--- config.mk ---
export PLATFORM = sky130hd
export DESIGN_NAME = php_port
export DESIGN_NICKNAME = d
export VERILOG_FILES = /design/src/php_pkg.sv /design/src/php_latch_mem.sv /design/src/php_port.sv
export SDC_FILE = /design/constraint.sdc
export NUM_CORES = 1
export LEC_CHECK = 0
export ABC_CLOCK_PERIOD_IN_PS = 4400
export BUFFER_PORTS_ARGS = -buffer_cell sky130_fd_sc_hd__buf_2
export CAP_MARGIN = 5
export CORE_MARGIN = 8
export CORE_UTILIZATION = 35
export DETAILED_ROUTE_END_ITERATION = 8
export GPL_ROUTABILITY_DRIVEN = 0
export PLACE_DENSITY_LB_ADDON = 0.1
export RECOVER_POWER = 50
export SYNTH_ARGS = -nofsm -noshare
export SYNTH_HDL_FRONTEND = slang
export SYNTH_SLANG_ARGS = --single-unit
--- constraint.sdc ---
create_clock -name ref_clk_in -period 4.4 [get_ports ref_clk_in]
set_clock_uncertainty 0.15 [all_clocks]
set_input_delay 0.88 -clock ref_clk_in [delete_from_list [all_inputs] [get_ports ref_clk_in]]
set_output_delay 0.88 -clock ref_clk_in [all_outputs]
set_load 0.05 [all_outputs]
--- src/php_pkg.sv ---
`default_nettype none
package php_pkg;
   // Register map, one byte each on the plain register port
   localparam logic [7:0] PHP_ADDR_PORT0 = 8'h00;
   localparam logic [7:0] PHP_ADDR_PORT1 = 8'h01;
   localparam logic [7:0] PHP_ADDR_PORT2 = 8'h02;
   localparam logic [7:0] PHP_ADDR_CFG   = 8'h03;

   // Field positions in parallel_serial_config
   localparam int PHP_CFG_WIDTH_LO   = 0;
   localparam int PHP_CFG_WIDTH_HI   = 1;
   localparam int PHP_CFG_OUT_VALID  = 2;
   localparam int PHP_CFG_IN_FREE    = 3;
   localparam int PHP_CFG_OV_POL     = 4;
   localparam int PHP_CFG_IF_POL     = 5;
   localparam int PHP_CFG_ENABLE     = 6;

   // Writable bits of the config register
   localparam logic [7:0] PHP_CFG_RW_MASK = 8'h73;
   localparam logic [7:0] PHP_CFG_RESET   = 8'h00;

   // Width codes
   localparam logic [1:0] PHP_WIDTH_8  = 2'h0;
   localparam logic [1:0] PHP_WIDTH_16 = 2'h1;
   localparam logic [1:0] PHP_WIDTH_24 = 2'h2;

   // Handshake state after reset: latches empty, no output data
   localparam logic PHP_OUT_VALID_RESET = 1'b0;
   localparam logic PHP_IN_FREE_RESET   = 1'b1;

   // Read data source selector
   typedef enum logic [1:0] {
      PHP_RSRC_ZERO = 2'h0,
      PHP_RSRC_MEM  = 2'h1,
      PHP_RSRC_CFG  = 2'h3
   } php_rsrc_t;
endpackage : php_pkg
`default_nettype wire

--- src/php_latch_mem.sv ---
`timescale 1ns/1ps
`default_nettype none
// Input latches: all lanes written at once, one lane read out through a register
module php_latch_mem
   import php_pkg::*;
#(
   parameter int LANES = 3,
   parameter int W     = 8
) (
   // Clock and reset
   input  wire logic                 ref_clk_in,
   input  wire logic                 srst_in,
   // Write side
   input  wire logic                 wr_all_in,
   input  wire logic [LANES*W-1:0]   wdata_in,
   // Read side
   input  wire logic [1:0]           rsel_in,
   output var  logic [W-1:0]         q_out
);
   logic [LANES*W-1:0] store;

   always_ff @(posedge ref_clk_in) begin
      if (srst_in) begin
         store <= '0;
         q_out <= '0;
      end else begin
         if (wr_all_in) begin
            store <= wdata_in;
         end
         if (int'(rsel_in) < LANES) begin
            q_out <= store[rsel_in*W +: W];
         end else begin
            q_out <= '0;
         end
      end
   end
endmodule : php_latch_mem
`default_nettype wire

--- src/php_port.sv ---
`timescale 1ns/1ps
`default_nettype none
module php_port
   import php_pkg::*;
#(
   parameter int LANES = 3
) (
   // Clock and reset
   input  wire logic                 ref_clk_in,
   input  wire logic                 srst_in,
   // Register port
   input  wire logic [7:0]           reg_addr_in,
   input  wire logic [7:0]           reg_wdata_in,
   input  wire logic                 reg_wr_in,
   input  wire logic                 reg_rd_in,
   output var  logic [7:0]           reg_rdata_out,
   // External handshake inputs, active low
   input  wire logic                 input_strobe_n_in,
   input  wire logic                 output_enable_n_in,
   input  wire logic                 device_select_n_in,
   // Handshake outputs
   output var  logic                 in_free_pin_out,
   output var  logic                 in_free_pin_oe_out,
   output var  logic                 out_valid_pin_out,
   output var  logic                 out_valid_pin_oe_out,
   // Parallel data pins
   input  wire logic [LANES*8-1:0]   data_in,
   output var  logic [LANES*8-1:0]   data_out,
   output var  logic [LANES*8-1:0]   data_oe_out,
   // Combined port interrupt pulse
   output var  logic                 irq_out
);
   typedef struct packed {
      logic [LANES*8-1:0] out_data;
      logic [7:0]         cfg;
      logic               out_valid;
      logic               in_free;
      logic               rd_busy;
      logic               wr_busy;
      logic               irq;
      logic               ov_pin;
      logic               if_pin;
      logic               pins_oe;
      logic [LANES*8-1:0] data_oe;
      logic [7:0]         cfg_rdata;
      php_rsrc_t          rsrc;
   } php_state_t;

   php_state_t r;
   php_state_t next_r;
   logic [7:0] mem_q;

   // Lane enable mask from the width code; unknown code falls back to all lanes
   function automatic logic [LANES*8-1:0] php_lane_mask(input logic [1:0] width);
      logic [LANES*8-1:0] m;
      m = '0;
      for (int i = 0; i < LANES; i++) begin
         if ((width == PHP_WIDTH_8 && i < 1) || (width == PHP_WIDTH_16 && i < 2) ||
             (width != PHP_WIDTH_8 && width != PHP_WIDTH_16)) begin
            m[i*8 +: 8] = 8'hff;
         end
      end
      return m;
   endfunction : php_lane_mask

   logic enabled;
   logic oe_act;
   logic stb_act;
   logic fw_wr_p0;
   logic fw_rd_p0;
   logic [LANES*8-1:0] lane_mask;

   always_comb begin
      enabled   = r.cfg[PHP_CFG_ENABLE];
      oe_act    = enabled && !output_enable_n_in && !device_select_n_in;
      stb_act   = enabled && !input_strobe_n_in && !device_select_n_in;
      fw_wr_p0  = reg_wr_in && reg_addr_in == PHP_ADDR_PORT0;
      fw_rd_p0  = reg_rd_in && reg_addr_in == PHP_ADDR_PORT0;
      lane_mask = php_lane_mask(r.cfg[PHP_CFG_WIDTH_HI:PHP_CFG_WIDTH_LO]);
   end

   // Capture stays open while the strobe is low, so the last sample before release wins
   php_latch_mem #(
      .LANES (LANES),
      .W     (8)
   ) u_in_latch (
      .ref_clk_in (ref_clk_in),
      .srst_in    (srst_in),
      .wr_all_in  (stb_act),
      .wdata_in   (data_in),
      .rsel_in    (reg_addr_in[1:0]),
      .q_out      (mem_q)
   );

   always_comb begin
      next_r     = r;
      next_r.irq = 1'b0;

      // Firmware writes: output latches and config
      if (reg_wr_in) begin
         case (reg_addr_in)
            PHP_ADDR_PORT0: next_r.out_data[7:0] = reg_wdata_in;
            PHP_ADDR_PORT1: next_r.out_data[15:8] = reg_wdata_in;
            PHP_ADDR_PORT2: next_r.out_data[23:16] = reg_wdata_in;
            PHP_ADDR_CFG:   next_r.cfg = reg_wdata_in & PHP_CFG_RW_MASK;
            default:        next_r.cfg = r.cfg;
         endcase
      end

      // Output-valid: the firmware load wins over a read still in progress
      if (fw_wr_p0) begin
         next_r.out_valid = 1'b1;
      end else if (oe_act) begin
         next_r.out_valid = 1'b0;
      end

      // Input-free: a live strobe wins so a word arriving now is never marked free
      if (stb_act) begin
         next_r.in_free = 1'b0;
      end else if (fw_rd_p0) begin
         next_r.in_free = 1'b1;
      end

      // End of external read or write raises the interrupt
      next_r.rd_busy = oe_act;
      next_r.wr_busy = stb_act;
      if (r.rd_busy && !oe_act) begin
         next_r.irq = 1'b1;
      end
      if (r.wr_busy && !stb_act) begin
         next_r.irq = 1'b1;
      end

      // Pin levels follow the polarity bits
      next_r.ov_pin  = next_r.cfg[PHP_CFG_OV_POL] ? !next_r.out_valid : next_r.out_valid;
      next_r.if_pin  = next_r.cfg[PHP_CFG_IF_POL] ? !next_r.in_free : next_r.in_free;
      next_r.pins_oe = next_r.cfg[PHP_CFG_ENABLE];

      // Data drive: only enabled lanes, only during a selected read
      next_r.data_oe = oe_act ? lane_mask : '0;

      // Read path
      next_r.cfg_rdata = r.cfg;
      next_r.cfg_rdata[PHP_CFG_OUT_VALID] = !r.ov_pin;
      next_r.cfg_rdata[PHP_CFG_IN_FREE]   = !r.if_pin;
      next_r.rsrc = PHP_RSRC_ZERO;
      if (reg_rd_in) begin
         case (reg_addr_in)
            PHP_ADDR_PORT0: next_r.rsrc = PHP_RSRC_MEM;
            PHP_ADDR_PORT1: next_r.rsrc = PHP_RSRC_MEM;
            PHP_ADDR_PORT2: next_r.rsrc = PHP_RSRC_MEM;
            PHP_ADDR_CFG:   next_r.rsrc = PHP_RSRC_CFG;
            default:        next_r.rsrc = PHP_RSRC_ZERO;
         endcase
      end
   end

   always_ff @(posedge ref_clk_in) begin
      if (srst_in) begin
         r           <= '0;
         r.cfg       <= PHP_CFG_RESET;
         r.out_valid <= PHP_OUT_VALID_RESET;
         r.in_free   <= PHP_IN_FREE_RESET;
         r.ov_pin    <= PHP_OUT_VALID_RESET;
         r.if_pin    <= PHP_IN_FREE_RESET;
         r.rsrc      <= PHP_RSRC_ZERO;
      end else begin
         r <= next_r;
      end
   end

   // Read data comes from one of two flops; unmapped and idle read as zero
   always_comb begin
      case (r.rsrc)
         PHP_RSRC_MEM: reg_rdata_out = mem_q;
         PHP_RSRC_CFG: reg_rdata_out = r.cfg_rdata;
         default:      reg_rdata_out = 8'h00;
      endcase
   end

   always_comb begin
      in_free_pin_out      = r.if_pin;
      in_free_pin_oe_out   = r.pins_oe;
      out_valid_pin_out    = r.ov_pin;
      out_valid_pin_oe_out = r.pins_oe;
      data_out             = r.out_data;
      data_oe_out          = r.data_oe;
      irq_out              = r.irq;
   end
endmodule : php_port
`default_nettype wire

==> results.json, run 1 <==
{
  "outcome": "complete, but fails checks",
  "violations": "max-capacitance violations, max-slew violations",
  "clk_latency_ps": 340,
  "die_w_um": 113.8,
  "antenna_found_initial": 0,
  "use_met1": 0.1587,
  "critPathMaxFanout": 57,
  "rsz0062_at_grt": "no",
  "critPathTopFamily": "buffers and inverters",
  "synth_area_um2": 3349,
  "io_buffers": 107,
  "critPathKind": "in -> reg",
  "regArea_um2": 1602,
  "peakVddDrop_mv": 0.1494,
  "worstSetupPathDepth": 3,
  "cts_root_buf": "clkbuf_8",
  "relSlewSlack": -0.6222,
  "ys_seq_area_frac": 0.4781,
  "vias": 2419,
  "path_cells": "clkbuf_1 -> buf_4 -> nor2_1",
  "clkTransAtPathRegs_ps": 80,
  "cts.repair.resized": 0,
  "cts_tree": "yes",
  "post-route-drc-count": 0,
  "diodes": 0,
  "syn_area_per_cell_um2": 9.202,
  "grt_use_met3": 0.04068,
  "reg2reg_from": "enabled$_SDFFE_PP0P_",
  "power_density_nw_per_um2": 336.5,
  "worst_setup_path_start_kind": "input pin",
  "fillers": 1010,
  "min_from": "out_valid_pin_out$_SDFF_PP0_",
  "cts_sinks": 80,
  "area_growth_pct": 11.92,
  "worstPathArrival_ps": 3190,
  "power_switching_w": 0.0002961,
  "required_ps": 4470,
  "internal_power_w": 0.0009655,
  "core_area_um2": 9284,
  "fmax_mhz": 320.6,
  "cts_buffer_depth": 2,
  "cts_setup_buffers": 0,
  "r2r_cells": 4,
  "drive_gt1_frac": 0.2304,
  "synthCells": 364,
  "cp_slowest_cell": "clkbuf_1",
  "swShare": 0.2347,
  "period_share": 0.7090,
  "critPathMaxStageDelay_ps": 1690,
  "final_antenna_net_count": 0,
  "grt_use_total": 0.1224,
  "gr-usage-met2": 0.1815,
  "synth_nets": 411,
  "grt_max_degree": 58,
  "nNetsFinal": 463,
  "hold_depth": 1,
  "synth_cell_types": 27,
  "viasPerCell": 4.398,
  "design_area_um2": 3749,
  "wirelength_um": 7817,
  "hold_path.class": "reg -> reg",
  "start_util": 0.3608,
  "grt_first_pass_wirelength_um": 12500,
  "busiest_layer": "met2",
  "placed_cell_area_um2": 3620,
  "final-hold-violation-count": 0,
  "min_to": "r[4]$_SDFF_PP0_",
  "hold_buffers": 0,
  "place_hpwl_um": 5779,
  "clkPwrFrac": 0.383,
  "regToRegSetupSlack_ps": 2550,
  "die_y_um": 113.8,
  "yosys_warnings": 0,
  "worst_pin_slew_ps": 2433,
  "fp-row-count": 35,
  "die_area_um2": 12960,
  "maxCapViolCount": 1,
  "end_kind": "register",
  "dr.pass1.iters": 4,
  "r2r_end": "out_valid_pin_out$_SDFF_PP0_",
  "setup-violations-final": 0,
  "overflow": 0,
  "first_global_vias": 2418,
  "p_leak_nw": 1.652,
  "drtIter0Drc": 57,
  "hold_ws_ps": 273.9,
  "cts_buffers": 9,
  "power_frac_seq": 0.574,
  "min_period_ps": 3119,
  "slew_violations": 58,
  "power.share.combinational": 0.042,
  "fin_tns_setup_ps": 0,
  "boundaryPins": 108,
  "avgRoutedWirePerCell_um": 14.21,
  "htreeDepth": 3,
  "multi_input_area_um2": 1303,
  "synth_seq_cells": 80,
  "critPathBufInv": 2
}
## cell usage in the layout, fill, tap and decap left out, types with 2 or more instances in the layout
master,synthesis,routed
nor3b_1,2,2
a21oi_1,33,33
nand3_2,2,2
clkinvlp_4,0,4
clkbuf_8,0,10
nor3b_2,2,2
nand2_1,49,49
nor2b_1,14,14
buf_2,2,70
buf_4,49,2
mux2i_1,44,44
clkbuf_1,14,39
dfxtp_1,80,80
nor2_1,56,56
## area by class of cell
type                       count  share of cell area
clock buffer                  12             0.03872
clock inverter                 4            0.008011
inverter                       1            0.001001
multi-input combinational    215              0.3475
sequential                    80              0.4272
tap                          129             0.04306
timing repair buffer         109              0.1345
## through the flow
step                      instances  total power, W    util  setup slack, ps
after floorplan                 364       0.0007640       -             1900
after global placement          534       0.0007961  0.3899             1572
after detailed placement        534       0.0007969  0.3899             1514
after CTS                       550        0.001281  0.4088             1863
after global routing            550        0.001318  0.4038            967.6
final                           550        0.001262  0.4038             1281
## synthesized netlist by cell type, drive strengths merged
cell type	count	area (um^2)
nand3	3	25.02
a21oi	33	165.2
nor4	1	21.27
nor2b	14	87.58
o21ba	1	10.01
nand4b	1	8.760
nand2	49	183.9
mux2i	45	462.9
or3b	2	17.52
nand4	1	21.27
a32oi	1	8.760
nor3b	4	40.03
clkbuf	14	52.55
a22oi	1	7.510
a41o	1	11.26
inv	1	3.750
dfxtp	80	1602
mux2	1	15.01
nor2	56	210.2
and3	1	6.260
buf	54	389.1
## per-layer routing
layer | vias to the layer above | share of wire
met5 | - | 0
met4 | 0 | 0.014
met3 | 10 | 0.070
met2 | 66 | 0.44
met1 | 1096 | 0.47
li1 | 1247 | -
## logic make-up after synthesis
logic type | count (synthesis) | synth area share
compound gates | 37 | 0.06052
buf+inv | 69 | 0.1330
flops | 80 | 0.4781
mux | 46 | 0.1427
simple gates | 132 | 0.1857
## power by group through the flow
stage / Combinational [W] / Clock [W] / Sequential, W
final: 0.0000534 / 0.000483 / 0.000725
after global routing: 0.0000589 / 0.000534 / 0.000725
after CTS: 0.0000551 / 0.000501 / 0.000725
after detailed placement: 0.0000551 / 0 / 0.000742
after global placement: 0.0000543 / 0 / 0.000742
after floorplan: 0.0000221 / 0 / 0.000742
## worst max path at each step
stage | slack (ps) | from | endpoint
after floorplan | 1900 | r[1]$_SDFF_PP0_ | reg_rdata_out[0]
after global placement | 1570 | reg_addr_in[3] | data_out[11]$_SDFFE_PP0P_
after detailed placement | 1510 | reg_addr_in[3] | data_out[15]$_SDFFE_PP0P_
after CTS | 1860 | r[1]$_SDFF_PP0_ | reg_rdata_out[6]
after global routing | 970 | srst_in | u_in_latch.q_out[1]$_SDFF_PP0_
final | 1280 | srst_in | u_in_latch.q_out[0]$_SDFF_PP0_
## registers in the layout, summed over array words and instances (netlist names)
| register | count |
|---|---|
| u_in_latch.store | 24 |
| next_r | 4 |
| out_valid_pin_out | 1 |
| u_in_latch.q_out | 8 |
| in_free_pin_out | 1 |
| irq_out | 1 |
| r | 13 |
| enabled | 1 |
| data_oe_out | 3 |
| data_out | 24 |
## worst register-to-register path: stages, from the launching register on
cell and delay, ps:
dfxtp_1 430, or3b_1 510, a32oi_1 220, nor2_1 80
mux2_4 360
Note: power is estimated with default switching activity, not from simulation.
==> run 2: changes to the inputs <==
- ABC_CLOCK_PERIOD_IN_PS: 4400 -> 2800
- clock period: 4.4 -> 2.8 ns (I/O delays scaled with it)
==> run 2 against run 1 <==
Compared with the run above:
- sequential share of layout area decreased by 0.74 points
- design area increased by 1.8%
- highest routed layer unchanged
- combinational power increased by 62%
- the flow still finishes with violations (max-capacitance violations, max-slew violations)
- hold slack improved by 7.9 ps
- non-clock buffer count increased by 4
- die area unchanged
==> results.json, run 2 (synthesis gave the netlist of run 1 again) <==
{
  "avgRoutedWirePerCell_um": 14.03,
  "cts_tree": "yes",
  "rsz0062_at_grt": "no",
  "hold_depth": 1,
  "final-hold-violation-count": 0,
  "area_growth_pct": 13.90,
  "drive_gt1_frac": 0.2524,
  "grt_use_total": 0.1220,
  "outcome": "complete, but fails checks",
  "power_frac_seq": 0.534,
  "r2r_cells": 3,
  "final_cell_count_no_fill": 553,
  "start_util": 0.3608,
  "violations": "max-capacitance violations, max-slew violations",
  "clk_latency_ps": 340,
  "final_common_cell": "dfxtp_1",
  "die_y_um": 113.8,
  "design_area_um2": 3815,
  "timing.final.ws_setup_ps": 498.0,
  "final_cell_mix": "dfxtp_1, buf_2, nor2_1",
  "pre_cts_slack_ps": 478.2,
  "cts_buffers": 9,
  "drtIter0Drc": 61,
  "critPathMaxFanout": 34,
  "overflow": 0,
  "placed_cell_area_um2": 3650,
  "dr.pass1.iters": 4,
  "nNetsFinal": 467,
  "critPathMaxStageDelay_ps": 1070,
  "required_ps": 2840,
  "critPathKind": "in -> reg",
  "core_area_um2": 9284,
  "fp-row-count": 35,
  "worst_setup_path_start_kind": "input pin",
  "hold_ws_ps": 281.8,
  "worst_pin_slew_ps": 1512,
  "reg2reg_from": "enabled$_SDFFE_PP0P_",
  "cts_sinks": 80,
  "min_to": "r[4]$_SDFF_PP0_",
  "first_global_vias": 2425,
  "cp_slowest_cell": "clkbuf_1",
  "swShare": 0.2160,
  "regArea_um2": 1602,
  "diodes": 0,
  "die_area_um2": 12960,
  "r2r_end": "in_free_pin_out$_SDFF_PP1_",
  "min_from": "out_valid_pin_out$_SDFF_PP0_",
  "hold_buffers": 0,
  "critPathMostFrequentCell": "clkbuf_1",
  "final_antenna_net_count": 0,
  "place_hpwl_um": 5845,
  "setup-violations-final": 0,
  "worstPathArrival_ps": 2350,
  "vias": 2418,
  "path_cells": "clkbuf_1 -> clkbuf_1 -> nor2_1",
  "htreeDepth": 3,
  "grt_first_pass_wirelength_um": 12470,
  "cts_setup_buffers": 0,
  "internal_power_w": 0.001671,
  "wirelength_um": 7761,
  "multi_input_area_um2": 1303,
  "dp.cells": 538,
  "relSlewSlack": -0.007934,
  "viasPerCell": 4.373,
  "power_density_nw_per_um2": 558.6,
  "power_switching_w": 0.0004603,
  "cts_root_buf": "clkbuf_8",
  "min_period_ps": 2302,
  "cts_buffer_depth": 2,
  "clkPwrFrac": 0.425,
  "slew_violations": 35,
  "cts.repair.resized": 0,
  "post-route-drc-count": 0,
  "grt_max_degree": 35,
  "end_kind": "register",
  "fmax_mhz": 434.4,
  "period_share": 0.8222,
  "antenna_found_initial": 0,
  "fillers": 1019,
  "hold_path.class": "reg -> reg",
  "die_w_um": 113.8,
  "p_leak_nw": 1.734,
  "peakVddDrop_mv": 0.3500,
  "regToRegSetupSlack_ps": 850,
  "maxCapViolCount": 1,
  "io_buffers": 107,
  "fin_tns_setup_ps": 0,
  "power.share.combinational": 0.041,
  "clkTransAtPathRegs_ps": 70,
  "boundaryPins": 108
}
-- run 2: cell count changes in the layout (fill, tap and decap cells not counted) --
cell and change:
clkinv_2 +1, clkbuf_1 -8, clkinv_4 +2, clkbuf_2 +1, bufinv_16 +2, or3b_2 -1
or3b_1 +1, clkinvlp_4 -4, buf_4 +1, clkbuf_8 -1, buf_2 +9
-- run 2: power by group through the flow --
stage | registers (W) | logic (W) | clock network, W
2_1_floorplan | 0.00117 | 0.0000348 | 0
3_3_place_gp | 0.00117 | 0.0000906 | 0
3_5_place_dp | 0.00117 | 0.0000902 | 0
4_1_cts | 0.00114 | 0.0000905 | 0.000933
5_1_grt | 0.00114 | 0.0000952 | 0.000980
6_report | 0.00114 | 0.0000865 | 0.000906
-- run 2: critical path: cells and delay by family --
kind                   cells  cell delay (ps)
buffers and inverters      2             1640
and+or+nand+nor            1              140
-- run 2: area by class of cell --
type,count,share of cell area
sequential,80,0.4198
multi-input combinational,215,0.3414
timing repair buffer,113,0.1404
tap,129,0.04231
clock buffer,10,0.03345
clock inverter,5,0.02165
inverter,1,0.0009839
-- run 2: worst max-delay path by stage --
stage / start / to / slack (ps) / cells past startpoint
finish: srst_in / u_in_latch.q_out[2]$_SDFF_PP0_ / 500 / 3
floorplan: r[1]$_SDFF_PP0_ / reg_rdata_out[0] / 620 / 3
global placement: reg_addr_in[3] / out_valid_pin_out$_SDFF_PP0_ / 520 / 5
global route: srst_in / u_in_latch.q_out[2]$_SDFF_PP0_ / 300 / 3
detailed placement: reg_addr_in[3] / out_valid_pin_out$_SDFF_PP0_ / 480 / 5
CTS: r[1]$_SDFF_PP0_ / reg_rdata_out[5] / 610 / 3
-- run 2: stage by stage --
| stage | power, W | utilization |
|---|---|---|
| 2_1_floorplan | 0.001201 | - |
| 5_1_grt | 0.002214 | 0.4109 |
| 6_report | 0.002131 | 0.4109 |
| 3_5_place_dp | 0.001256 | 0.3931 |
| 4_1_cts | 0.002162 | 0.4158 |
| 3_3_place_gp | 0.001256 | 0.3931 |
-- run 2: routing by layer --
layer  part of all wire  global-route usage  routed length (um)  up-vias
met5                  0                   0                   0        -
met4              0.012             0.04525                  97        0
met3              0.075             0.04702                 579       10
met2               0.43              0.1795                3328       67
met1               0.48              0.1574                3755     1092
li1                   -                   -                   -     1249
==> run 3: changes to the inputs <==
- ABC_AREA: not set -> 1
- ABC_CLOCK_PERIOD_IN_PS: 2800 -> 2000
- clock period: 2.8 -> 2 ns (I/O delays scaled with it)
==> run 3 against run 2 <==
Compared with the run above:
- synthesized cell count increased by 18%
- design area increased by 1.8%
- sequential share of layout area decreased by 0.73 points
- largest power group unchanged
- clock power increased by 21%
- combinational power increased by 72%
- the run now ends clean
- setup slack got worse by 360 ps
==> results.json, run 3 <==
{
  "outcome": "completed",
  "p_leak_nw": 1.813,
  "power_density_nw_per_um2": 733.2,
  "synthFlopType": "dfxtp_1",
  "synthMostInstantiatedCell": "dfxtp_1",
  "synth.area.mux_share": 0,
  "synth_xor_area_frac": 0,
  "cts_root_buf": "clkbuf_8",
  "cts_sinks": 80,
  "slew_violations": 0,
  "setup-violations-final": 0,
  "power.share.combinational": 0.052,
  "synth_adder_area_share": 0,
  "grt_use_total": 0.1287,
  "diodes": 0,
  "end_kind": "output port",
  "synth_area_um2": 3423,
  "die_area_um2": 13200,
  "peakVddDrop_mv": 0.2629,
  "cts_setup_buffers": 0,
  "viasPerCell": 4.317,
  "required_ps": 1450,
  "boundaryPins": 108,
  "synth_compound_area_frac": 0.1762,
  "internal_power_w": 0.002207,
  "cts_buffers": 9,
  "synth_seq_cells": 80,
  "min_period_ps": 1859,
  "worstPathArrival_ps": 1310,
  "cts_tree": "yes",
  "yosys_warnings": 0,
  "wirelength_um": 8220,
  "swShare": 0.2251,
  "synth_cell_types": 28,
  "final-hold-violation-count": 0,
  "start_util": 0.3551,
  "fmax_mhz": 537.9,
  "hold_ws_ps": 173.5,
  "vias": 2694,
  "worst_setup_path_start_kind": "register",
  "rsz0062_at_grt": "no",
  "nNetsFinal": 535,
  "syn_area_per_cell_um2": 7.943,
  "core_area_um2": 9639,
  "area_growth_pct": 13.49,
  "synthSimpleGateAreaFrac": 0.1491,
  "clkTransAtPathRegs_ps": 70,
  "drive_gt1_frac": 0.2811,
  "synthCells": 431,
  "worst_pin_slew_ps": 754.1,
  "post-route-drc-count": 0,
  "synth.top_cell.area_share": 0.4678,
  "synth_area_leaders": "dfxtp_1, buf_4, a21oi_1, inv_1, o21ai_0",
  "period_share": 0.9295,
  "power_frac_seq": 0.560,
  "synth_top_family_by_area": "buffers and inverters",
  "final_cell_mix": "buf_2, dfxtp_1, inv_1",
  "synth_edf_count": 0,
  "antenna_found_initial": 0,
  "dr.pass1.iters": 4,
  "power_switching_w": 0.0006413,
  "fin_tns_setup_ps": 0,
  "first_global_vias": 2658,
  "grt_first_pass_wirelength_um": 13320,
  "fp-row-count": 36,
  "maxCapViolCount": 0,
  "htreeDepth": 3,
  "synthArstFlopShare": 0,
  "avgRoutedWirePerCell_um": 13.17,
  "ys_seq_area_frac": 0.4678,
  "hold_buffers": 0,
  "die_y_um": 114.9,
  "yosys-top-cells-count": "dfxtp_1, inv_1, a21oi_1",
  "place_hpwl_um": 6244,
  "relSlewSlack": 0.4973,
  "final_common_cell": "buf_2",
  "yosysTopAreaCell": "dfxtp_1",
  "cts.repair.resized": 1,
  "drtIter0Drc": 110,
  "clkPwrFrac": 0.388,
  "overflow": 0,
  "final_antenna_net_count": 0,
  "clk_latency_ps": 340,
  "io_buffers": 107,
  "synth_nets": 478,
  "cts_buffer_depth": 2,
  "fillers": 1071,
  "critPathMaxFanout": 8,
  "die_w_um": 114.9,
  "grt_max_degree": 52,
  "hold_path.class": "in -> reg",
  "critPathKind": "reg -> out"
}
-- run 3: cell types whose count changed in the layout (fill, tap and decap cells not counted), sizes merged, moves of 2 or more --
cell and change:
nand3 +25, nor2b -14, mux2i -45, clkbuf -26, o21ai +51, buf +25, o21bai +2, nor3b -4
a21oi +22, nor2 -24, inv +66, o22ai +8, nand2 -11, or3b -2
-- run 3: area by class of cell --
type                       count  area [um^2]  share of cell area
clock buffer                  10        127.6             0.03285
clock inverter                 4        47.55             0.01224
inverter                      68        255.2             0.06570
multi-input combinational    217         1110              0.2857
sequential                    80         1603              0.4126
tap                          133        166.4             0.04283
timing repair buffer         112        575.6              0.1481
-- run 3: final timing paths --
check	start	end	slack [ps]	cells past startpoint
min reg2reg	in_free_pin_out$_SDFF_PP1_	r[5]$_SDFF_PP0_	270	1
max reg2reg	enabled$_SDFFE_PP0P_	in_free_pin_out$_SDFF_PP1_	590	8
max	r[1]$_SDFF_PP0_	reg_rdata_out[7]	140	3
min	reg_rd_in	r[0]$_SDFF_PP0_	170	3
-- run 3: cells by family (layout without fill, tap and decap cells) --
family	after synthesis	count (layout)
buffers and inverters	134	194
AO/OA/AOI/OAI	116	116
AND/OR/NAND/NOR	101	101
flip-flops	80	80
-- run 3: power groups by stage --
stage               clock network, W  registers (W)  logic [W]
CTS                          0.00115        0.00160   0.000159
global route                 0.00123        0.00160   0.000169
detailed placement                 0        0.00163   0.000158
floorplan                          0        0.00163  0.0000745
finish                       0.00110        0.00160   0.000149
global placement                   0        0.00163   0.000157
-- run 3: metal layers --
layer | wire length, um | share of wire | track usage | vias up
met5 | 0 | 0 | 0 | -
met4 | 130 | 0.016 | 0.05779 | 0
met3 | 708 | 0.086 | 0.04569 | 11
met2 | 3393 | 0.41 | 0.1878 | 78
met1 | 3987 | 0.49 | 0.1663 | 1171
li1 | - | - | - | 1434
-- run 3: stage by stage --
step,cell area (um^2),setup slack (ps),power [W],instances,util
2_1_floorplan,3423,341.9,0.001708,431,-
3_3_place_gp,3735,344.4,0.001790,610,0.3875
3_5_place_dp,3735,298.1,0.001792,610,0.3875
4_1_cts,3911,56.32,0.002905,624,0.4058
5_1_grt,3885,22.08,0.002993,624,0.4030
6_report,3885,140.9,0.002848,624,0.4030
-- run 3: worst max-delay path, cell delays in order (launching register included) --
cell,delay (ps)
dfxtp_1,480
inv_2,120
and3_1,160
buf_2,210
